### config.mk
export PLATFORM = sky130hd
export DESIGN_NAME = interrupt_vector_priority_unit
export DESIGN_NICKNAME = d
export VERILOG_FILES = /design/src/ivpu_pkg.sv /design/src/interrupt_vector_priority_unit.sv
export SDC_FILE = /design/constraint.sdc
export NUM_CORES = 1
export LEC_CHECK = 0
export ABC_AREA = 1
export ABC_CLOCK_PERIOD_IN_PS = 2500
export BUFFER_PORTS_ARGS = -buffer_cell sky130_fd_sc_hd__buf_2
export CAP_MARGIN = 15
export CORE_MARGIN = 2
export CORE_UTILIZATION = 53
export DETAILED_ROUTE_END_ITERATION = 10
export PLACE_DENSITY_LB_ADDON = 0.1
export REMOVE_ABC_BUFFERS = 1
export SETUP_SLACK_MARGIN = 0.3
export SYNTH_ARGS = -nofsm -noshare
export SYNTH_HDL_FRONTEND = slang
export SYNTH_SLANG_ARGS = --single-unit
### constraint.sdc
create_clock -name clk_i -period 2.5 [get_ports clk_i]
set_clock_uncertainty 0.15 [all_clocks]
set_input_delay 0 -clock clk_i [delete_from_list [all_inputs] [get_ports clk_i]]
set_output_delay 0 -clock clk_i [all_outputs]
set_load 0.005 [all_outputs]
### src/ivpu_pkg.sv
// Shared constants and carrier types of the interrupt vector and priority unit
package ivpu_pkg;

   // ----------------------------------------------------------------
   // Register addresses on the special register port
   // ----------------------------------------------------------------
   localparam logic [7:0] INT_MASK_ADDR = 8'hA8;
   localparam logic [7:0] INT_LEVEL_ADDR = 8'hB8;
   localparam logic [7:0] EXTRA_MASK_ADDR = 8'hE6;
   localparam logic [7:0] EXTRA_LEVEL_ADDR = 8'hF6;

   // ----------------------------------------------------------------
   // Field positions and reset values
   // ----------------------------------------------------------------
   localparam int GLOBAL_IRQ_GATE_BIT = 7;
   localparam int SPARE_USER_FLAG_BIT = 6;
   localparam int SOURCE_BITS = 6;
   localparam logic [7:0] INT_MASK_RESET = 8'h00;
   localparam logic [7:0] INT_LEVEL_RESET = 8'hC0;
   localparam logic [7:0] EXTRA_MASK_RESET = 8'h00;
   localparam logic [7:0] EXTRA_LEVEL_RESET = 8'hC0;
   localparam logic [1:0] LEVEL_TOP_ONES = 2'h3;
   localparam logic [1:0] EXTRA_MASK_TOP = 2'h0;

   // ----------------------------------------------------------------
   // Sources, vectors and timing
   // ----------------------------------------------------------------
   localparam int NUM_SOURCES = 12;
   localparam logic [15:0] RESET_VECTOR = 16'h0000;
   localparam logic [15:0] FIRST_VECTOR = 16'h0003;
   localparam logic [15:0] VECTOR_STEP = 16'h0008;
   // Sources whose flag the hardware clears on vectoring: ext0, timer0, ext1, timer1
   localparam logic [11:0] AUTO_CLEAR_MASK = 12'h00F;
   localparam int CALL_CYCLES = 4;
   localparam logic [2:0] CALL_LAST = 3'(CALL_CYCLES - 1);

   // ----------------------------------------------------------------
   // Carrier types
   // ----------------------------------------------------------------
   typedef struct packed {
      logic ext0_pending;
      logic timer0_wrap_flag;
      logic ext1_pending;
      logic timer1_wrap_flag;
      logic uart_rx_done;
      logic uart_tx_done;
      logic timer2_low_wrap;
      logic timer2_high_wrap;
      logic smbus_flag;
      logic adc_window_flag;
      logic adc_done_flag;
      logic pca_wrap_flag;
      logic [2:0] pca_match_flags;
      logic cmp_fall_flag;
      logic cmp_rise_flag;
   } pending_type;

   typedef struct packed {
      logic [7:0] addr;
      logic wr;
      logic [7:0] wdata;
   } sfr_req_type;

   typedef struct packed {
      logic instr_done;
      logic is_reti;
   } core_status_type;

   typedef enum logic [1:0] {
      ST_IDLE = 2'b01,
      ST_CALL = 2'b10
   } call_state_type;

endpackage

### src/interrupt_vector_priority_unit.sv
// Interrupt arbitration and vectoring unit for the microcontroller core
//
// What this block does
// - Sample flags, resolve priority every clock
// - Best case: detect 1, call 4 cycles
// - After return, one instruction before call
// - Worst case eighteen cycles after return
// - Equal or higher active routine holds request
// - Fixed vectors eight apart, list order tiebreak
// - Auto-clear ext and timer0/1 flags
// - Global gate zero blocks every source
// - Mask register bits five to zero
// - Timer2 requests on either wrap flag
// - Bit six is plain storage
// - Level register bits, one selects high
// - Level register top bits read ones
// - High preempts low, never high
// - Extra mask register, top bits zero
// - Extra level register, top bits ones
`timescale 1ns/1ns

module interrupt_vector_priority_unit #(
   parameter int NUM_SRC = ivpu_pkg::NUM_SOURCES
) (
   input wire logic clk_i, // System clock
   input wire logic rst_n_i, // Asynchronous reset, active low
   input wire ivpu_pkg::pending_type pending_i, // Peripheral pending flags
   input wire ivpu_pkg::sfr_req_type sfr_i, // Register write port from the core
   input wire ivpu_pkg::core_status_type core_i, // Instruction boundary status
   output logic [7:0] sfr_rdata_o, // Registered read data of addressed register
   output logic call_o, // Forced call in progress
   output logic [15:0] vector_o, // Call target address
   output logic [11:0] flag_clear_o, // One-cycle clear pulse to pending flags
   output logic active_high_o, // High level routine active
   output logic active_low_o // Low level routine active
);

   // ----------------------------------------------------------------
   // State
   // ----------------------------------------------------------------
   typedef struct packed {
      logic [7:0] int_mask_reg;
      logic [5:0] int_level_reg;
      logic [5:0] extra_mask_reg;
      logic [5:0] extra_level_reg;
      logic req_valid;
      logic [3:0] req_idx;
      ivpu_pkg::call_state_type state;
      logic [2:0] call_cnt;
      logic act_hi;
      logic act_lo;
      logic [7:0] rdata;
      logic [15:0] vector;
      logic [11:0] flag_clear;
   } state_type;

   state_type cur_reg;
   state_type cur_next;

   // ----------------------------------------------------------------
   // Helpers
   // ----------------------------------------------------------------
   // Lowest index wins inside a level; high level searched last, so it overrides low
   function automatic logic [4:0] pick_winner(input logic [NUM_SRC-1:0] req,
                                              input logic [NUM_SRC-1:0] lvl,
                                              input logic lo_ok);
      logic [4:0] res;
      res = 5'h00;
      for (int i = NUM_SRC - 1; i >= 0; i--) begin
         if (lo_ok && req[i] && !lvl[i]) begin
            res = {1'b1, 4'(i)};
         end
      end
      for (int i = NUM_SRC - 1; i >= 0; i--) begin
         if (req[i] && lvl[i]) begin
            res = {1'b1, 4'(i)};
         end
      end
      return res;
   endfunction

   function automatic logic [15:0] vector_of(input logic [3:0] idx);
      return ivpu_pkg::FIRST_VECTOR + 16'(ivpu_pkg::VECTOR_STEP * 16'(idx));
   endfunction

   // ----------------------------------------------------------------
   // Request gathering
   // ----------------------------------------------------------------
   logic [NUM_SRC-1:0] flags;
   logic [NUM_SRC-1:0] mask_all;
   logic [NUM_SRC-1:0] level_all;
   logic [NUM_SRC-1:0] requests;

   always_comb begin
      flags = {pending_i.cmp_rise_flag,
               pending_i.cmp_fall_flag,
               pending_i.pca_wrap_flag | (|pending_i.pca_match_flags),
               pending_i.adc_done_flag,
               pending_i.adc_window_flag,
               pending_i.smbus_flag,
               pending_i.timer2_high_wrap | pending_i.timer2_low_wrap,
               pending_i.uart_rx_done | pending_i.uart_tx_done,
               pending_i.timer1_wrap_flag,
               pending_i.ext1_pending,
               pending_i.timer0_wrap_flag,
               pending_i.ext0_pending};
      mask_all = {cur_reg.extra_mask_reg, cur_reg.int_mask_reg[5:0]};
      level_all = {cur_reg.extra_level_reg, cur_reg.int_level_reg};
      // Gate off means no source at all, whatever the masks say
      requests = flags & mask_all &
                 {NUM_SRC{cur_reg.int_mask_reg[ivpu_pkg::GLOBAL_IRQ_GATE_BIT]}};
   end

   // ----------------------------------------------------------------
   // Next state
   // ----------------------------------------------------------------
   logic [4:0] winner;
   logic take;

   always_comb begin
      cur_next = cur_reg;
      cur_next.flag_clear = 12'h000;

      // Resampled every clock; an active high routine blocks all, low blocks low
      winner = pick_winner(requests, level_all, !cur_reg.act_lo);
      cur_next.req_valid = winner[4] && !cur_reg.act_hi;
      cur_next.req_idx = winner[3:0];

      // Register writes; the core stalls during the forced call
      if (sfr_i.wr) begin
         unique case (sfr_i.addr)
            ivpu_pkg::INT_MASK_ADDR: begin
               cur_next.int_mask_reg = sfr_i.wdata;
            end
            ivpu_pkg::INT_LEVEL_ADDR: begin
               cur_next.int_level_reg = sfr_i.wdata[5:0];
            end
            ivpu_pkg::EXTRA_MASK_ADDR: begin
               cur_next.extra_mask_reg = sfr_i.wdata[5:0];
            end
            ivpu_pkg::EXTRA_LEVEL_ADDR: begin
               cur_next.extra_level_reg = sfr_i.wdata[5:0];
            end
            default: begin
            end
         endcase
      end

      // Read data reflects register contents one cycle after the address
      unique case (sfr_i.addr)
         ivpu_pkg::INT_MASK_ADDR: cur_next.rdata = cur_reg.int_mask_reg;
         ivpu_pkg::INT_LEVEL_ADDR: cur_next.rdata = {ivpu_pkg::LEVEL_TOP_ONES,
                                                     cur_reg.int_level_reg};
         ivpu_pkg::EXTRA_MASK_ADDR: cur_next.rdata = {ivpu_pkg::EXTRA_MASK_TOP,
                                                      cur_reg.extra_mask_reg};
         ivpu_pkg::EXTRA_LEVEL_ADDR: cur_next.rdata = {ivpu_pkg::LEVEL_TOP_ONES,
                                                       cur_reg.extra_level_reg};
         default: cur_next.rdata = 8'h00;
      endcase

      // A completed return drops the top active level but cannot itself be a call
      // boundary, so at least one more instruction runs first
      take = cur_reg.req_valid && core_i.instr_done && !core_i.is_reti;

      unique case (cur_reg.state)
         ivpu_pkg::ST_IDLE: begin
            if (core_i.instr_done && core_i.is_reti) begin
               if (cur_reg.act_hi) begin
                  cur_next.act_hi = 1'b0;
               end else begin
                  cur_next.act_lo = 1'b0;
               end
            end else if (take) begin
               cur_next.state = ivpu_pkg::ST_CALL;
               cur_next.call_cnt = 3'h0;
               cur_next.vector = vector_of(cur_reg.req_idx);
               if (level_all[cur_reg.req_idx]) begin
                  cur_next.act_hi = 1'b1;
               end else begin
                  cur_next.act_lo = 1'b1;
               end
               cur_next.flag_clear = ivpu_pkg::AUTO_CLEAR_MASK &
                                     (12'h001 << cur_reg.req_idx);
            end
         end
         ivpu_pkg::ST_CALL: begin
            // Sampled requests are discarded until the call ends
            cur_next.req_valid = 1'b0;
            cur_next.call_cnt = cur_reg.call_cnt + 3'h1;
            if (cur_reg.call_cnt == ivpu_pkg::CALL_LAST) begin
               cur_next.state = ivpu_pkg::ST_IDLE;
            end
         end
      endcase
   end

   // ----------------------------------------------------------------
   // Registers
   // ----------------------------------------------------------------
   always_ff @(posedge clk_i or negedge rst_n_i) begin
      if (!rst_n_i) begin
         cur_reg.int_mask_reg <= ivpu_pkg::INT_MASK_RESET;
         cur_reg.int_level_reg <= ivpu_pkg::INT_LEVEL_RESET[5:0];
         cur_reg.extra_mask_reg <= ivpu_pkg::EXTRA_MASK_RESET[5:0];
         cur_reg.extra_level_reg <= ivpu_pkg::EXTRA_LEVEL_RESET[5:0];
         cur_reg.req_valid <= 1'b0;
         cur_reg.req_idx <= 4'h0;
         cur_reg.state <= ivpu_pkg::ST_IDLE;
         cur_reg.call_cnt <= 3'h0;
         cur_reg.act_hi <= 1'b0;
         cur_reg.act_lo <= 1'b0;
         cur_reg.rdata <= 8'h00;
         cur_reg.vector <= ivpu_pkg::RESET_VECTOR;
         cur_reg.flag_clear <= 12'h000;
      end else begin
         cur_reg <= cur_next;
      end
   end

   // ----------------------------------------------------------------
   // Outputs
   // ----------------------------------------------------------------
   assign sfr_rdata_o = cur_reg.rdata;
   assign call_o = (cur_reg.state == ivpu_pkg::ST_CALL);
   assign vector_o = cur_reg.vector;
   assign flag_clear_o = cur_reg.flag_clear;
   assign active_high_o = cur_reg.act_hi;
   assign active_low_o = cur_reg.act_lo;

endmodule

==> After elaboration in Yosys (flattened, before gate mapping) <==
Index checks and enable logic that the tools add are counted.
{ "totals": {"register_bits": 66, "out_inout_bits": 39, "inputBits": 38} }
{ "classes": {"n_shift": 1, "order_cmp": 1, "add_sub_neg": 2, "muxes": 39, "n_bitwise": 6, "n_eq_ne": 12, "n_reduce_logical": 67} }
{ "ops": {"columns": ["cell", "n"], "rows": [
  ["$mux W5", 25],
  ["$logic_and A1 B1 Y1", 40],
  ["$eq A8 B8 Y1 const B", 4],
  ["$pmux W8 S4", 1],
  ["$and A12 B12 Y12", 2],
  ["$mux W12", 2],
  ["$logic_not A1 Y1", 15],
  ["$pmux W5 S2", 1],
  ["$reduce_and A2 Y1", 5],
  ["$reduce_and A3 Y1", 3],
  ["$add A2 B7 Y8 const A", 1],
  ["$ne A2 B2 Y1 const B", 4],
  ["$mux W7", 1],
  ["$lt A4 B5 Y1 const B", 1],
  ["$mux W1", 5],
  ["$bmux W1 S4", 1],
  ["$mux W2", 2],
  ["$mux W4", 1],
  ["$reduce_and A4 Y1", 1],
  ["$reduce_bool A2 Y1", 2],
  ["$shl A1 B4 Y4 const A", 1],
  ["$add A3 B1 Y3 const B", 1],
  ["$eq A3 B2 Y1 const B", 1],
  ["$or A1 B1 Y1", 3],
  ["5 further kinds", 5]
]} }

==> Logic depth before layout (Yosys ltp) <==
{ "logic_depth": {"word_depth": 32, "depth_mapped": 26, "mapped_depth_nobuf": 25} }

==> Least setup slack after synthesis <==
Ideal clock, no wire load.
{ "synth_timing": {"path_kind": "reg-to-reg", "start": "register cur_reg, in the netlist active_low_o", "end": "register cur_reg[43] (netlist name)", "path_stages_with_launch": 25, "slack_ns": 0.545, "required_ns": 2.277, "t_arrival_ns": 1.732, "setup_ns": 0.073, "synth_period_minus_slack_ns": 1.955, "path_cell_list": "dfrtp_1 buf_6 nor2_1 nand3_4 nand2_1 nand2_1 nand2_1 nand2_1 nand2_1 nand2_1 nand2_1 nand2_1 nand2_1 nand2_1 nand2_1 nand2_1 nand2_1 nand2_1 nand2_1 nand2_1 nand2_1 nand2_1 nand2_1 nand2_1 a21oi_2"} }
{ "synth_lines": {"columns": ["element", "line_no", "rtl"], "rows": [
  ["start, declared", "interrupt_vector_priority_unit.sv:57", "state_type cur_reg;"],
  ["start signal, assigned", "interrupt_vector_priority_unit.sv:216", "cur_reg <= cur_next;"]
]} }

==> summary.md <==
| Metric | Value |
|---|---|
| Max-cap violations | `0` |
| Synth area leaders | `dfrtp_1, nand2_1, buf_4` |
| Clock sinks | `55` |
| IO Pins | `77` |
| Reg2Reg Launch Point | `cur_reg[73]$_DFFE_PN0P_` |
| FF+latch area | `about 0.0014 mm2` |
| Worst rel slew slack | `54.1%` |
| FMAX | `462 MHz` |
| Post-Syn Area per Cell | `around 8.1 um2` |
| Clock power share | `30.5%` |
| Fill cell count | `between 500 and 600` |
| Setup violators final | `0` |
| Synth Flop Type | `dfrtp_1` |
| Vias in the first global route | `approximately 2600` |
| RSZ-0062 raised after global routing | `yes` |
| Port bufs | `58` |
| Crit start category | `register` |
| DRT Wirelength | `7.26 mm` |
| Layout Nets | `approximately 490` |
| Die W | `roughly 81 um` |
| CP Capture Type | `register` |
| Setup_tns | `0 ns` |
| Final hold vios | `0` |
| Max reg flops | `36` |
| First-pass GRT wire length | `about 12 mm` |
| DP HPWL | `5.37 mm` |
| Sequential area share after synthesis | `between 40% and 50%` |
| R2R Setup Slk | `around 0.33 ns` |
| Power Dens Cells | `around 550 mW/mm2` |
| Combinational share of power | `roughly 18%` |
| DRC | `0` |
| Crit path DAT | `2.25 ns` |
| Slowest cell on crit path | `dfrtp_2` |
| Reg2Reg Depth | `19` |
| P_leak | `1.90 nW` |
| Post-Layout Cell Count | `roughly 530` |
| Setup crit end | `cur_reg[43]$_DFF_PN0_` |
| Asr flop ratio synth | `100%` |
| Initial antenna violation count | `0` |
| Fin crit share | `between 80% and 90%` |
| Crit path time final | `2.17 ns` |
| TritonCTS clock tree | `built` |
| Hold slack final | `0.00863 ns` |
| H-tree depth | `2` |
| Cell Count Post-Placement | `499` |
| Internal power | `0.00146 W` |
| Largest net degree at the start of global routing | `56` |
| # diodes | `0` |
| Place WS | `roughly 0.25 ns` |
| Worst hold path class | `primary input to register` |
| Vias | `~2700` |
| Placer Congestion | `0.909` |
| CP Class | `register to register` |
| GRT overflow | `0` |
| Pre-Repair DR Iteration Count | `4` |
| Clk root buf | `clkbuf_8` |
| DR iter-0 viols | `between 100 and 150` |
| Row cnt | `27` |
| Final Max Slew Viols | `0` |
| Post-synth top cells | `nand2_1, inv_1, dfrtp_1` |
| Final worst-path setup slack | `roughly 0.33 ns` |
| CP Cell Sequence | `clkbuf_2, nand3_1, nor3_2, inv_1, nand2_1, nand2_1, nand2_1, nand2_1, nand2_1, nand2_1, nand2_1, nand2_1, nand2_1, nand2_1, nand2_1, nand2_1, nand2_1, nand2_1, a21oi_2` |
| Synth Instances | `between 300 and 400` |
| Hold depth | `5` |
| Crit path buf inv count | `2` |
| Share of cells above drive strength 1 | `24.2%` |
| Crit-path leading delay family | `simple AND/OR/NAND/NOR gates` |
| DR WL/cell | `~14 um` |
| EDFF count, synth | `0` |
| CP Launch Point | `cur_reg[73]$_DFFE_PN0P_` |
| FF-to-FF End | `cur_reg[43]$_DFF_PN0_` |
| CP peak stage delay | `approximately 0.5 ns` |
| Die ar. | `roughly 0.0065 mm2` |
| Starting Density | `a little under three fifths` |
| Worst path required time | `2.59 ns` |
| Sw Ratio | `between 20 and 30%` |
| Status | `completed` |
| Highest net fanout along the worst path | `6` |
| Flop pwr share | `51.8%` |
| Chip Height | `around 81 um` |
| CTS Buf Count | `5` |
| Number of synthesized register bits | `between 50 and 60` |
| Cell taking the most area after synthesis | `dfrtp_1` |
| Post-synth top area share | `43.5%` |
| Count of cell types in the netlist | `38` |
| Most frequent cell after synthesis | `nand2_1` |
| Area of the multi-input gates | `between 0.001 and 0.0015 mm2` |
| ANT nets after route | `0` |
| Clk_lat worst skew | `0.31 ns` |
| Max Root-Sink Buffers | `2` |
| Total GRT Usage | `about a quarter` |
| Vias per cell | `between 5 and 6` |
| Area Overhead vs Synth | `16.5%` |
| Worst-Margin Slew | `slightly below 0.7 ns` |
| Most used cell, CP | `nand2_1` |
| Worst vdd rail ir drop | `0.292 mV` |
| Clk pin slew, worst setup/hold paths | `0.10 ns` |
| Crit. path cell count | `19` |
| Synth warnings | `0` |
| Core area | `approximately 0.0056 mm2` |
| Net Sw Power | `about 0.00055 W` |
| Post-Synthesis Cell Area | `around 0.0031 mm2` |
power groups by stage:
stage / combinational, W / clock, W / sequential [W]
finish: 0.000356 / 0.000612 / 0.00104
global route: 0.000414 / 0.000662 / 0.00105
CTS: 0.000356 / 0.000623 / 0.00104
detailed placement: 0.000338 / 0 / 0.00106
global placement: 0.000326 / 0 / 0.00105
floorplan: 0.000213 / 0 / 0.00104
cells by family after synthesis:
| logic type | synth area share, % |
|---|---|
| AOI/OAI and AO/OA | 12.4 |
| buffers and inverters | 17.3 |
| adders and majority gates | 0.805 |
| DFF | 44.3 |
| other | 0.121 |
| and+or+nand+nor | 22.2 |
| muxes | 2.90 |
layout make-up:
class	instances	share of cell area, %
clock buffer	6	2.28
clock inverter	2	0.967
inverter	59	6.32
multi-input combinational	247	35.3
sequential	55	38.1
tap	72	2.49
timing repair buffer	85	14.5
per-stage QoR:
stage / cell area (um2) / util, % / power, W
2_1_floorplan: 2860 / - / 0.00125
3_3_place_gp: 3300 / 59.3 / 0.00138
3_5_place_dp: 3300 / 59.3 / 0.00140
4_1_cts: 3560 / 64.0 / 0.00202
5_1_grt: 3620 / 65.0 / 0.00213
6_report: 3620 / 65.0 / 0.00201
layout by cell type, fill, tap and decap left out, drive strengths merged:
master	count
clkinv	2
buf	70
ha	2
dfstp	1
a21oi	12
o211ai	2
inv	58
mux2	8
nand4	3
a32oi	1
a221o	6
nor3	14
o22ai	7
a221oi	1
o21ai	30
bufinv	1
o21a	1
nor2	47
nand2	74
conb	18
clkbuf	7
dfrtp	54
a311oi	1
nor4	1
nand3b	1
a32o	1
o21bai	1
nand3	15
or2	1
dlygate4sd3	14
tightest hold or removal path, stage by stage:
cell,delay [ns]
buf_2,0.10
inv_1,0.09
nor2_1,0.10
nand2_1,0.06
o21ai_0,0.07
how the worst min path moves through the flow:
stage,endpoint,slack [ns],from
5_1_grt,cur_reg[59]$_DFFE_PN0P_,0.05,sfr_i[8]
2_1_floorplan,active_high_o$_DFFE_PN0P_,-0.45,rst_n_i
6_report,cur_reg[59]$_DFFE_PN0P_,0.009,sfr_i[8]
3_3_place_gp,sfr_rdata_o[6]$_DFF_PN0_,0.02,rst_n_i
3_5_place_dp,sfr_rdata_o[6]$_DFF_PN0_,0.03,rst_n_i
4_1_cts,cur_reg[58]$_DFFE_PN0P_,0.009,sfr_i[8]
timing repair:
action / in CTS / in global routing
cloned: 0 / 0
gates resized for setup: 2 / 10
endpoints found under the setup margin: 1 / 2
hold buffers: 14 / 0
pin swaps: 0 / 2
hold endpoints to repair: 84 / 0
buffers inserted: 0 / 5
routing by layer:
layer	GRT usage [%]	up-vias	routed length, um
met2	40.1	89	3510
met3	4.94	12	402
li1	-	1326	-
met5	0	-	0
met4	10.7	0	126
met1	29.7	1236	3220
(Power assumes the default switching activity.)
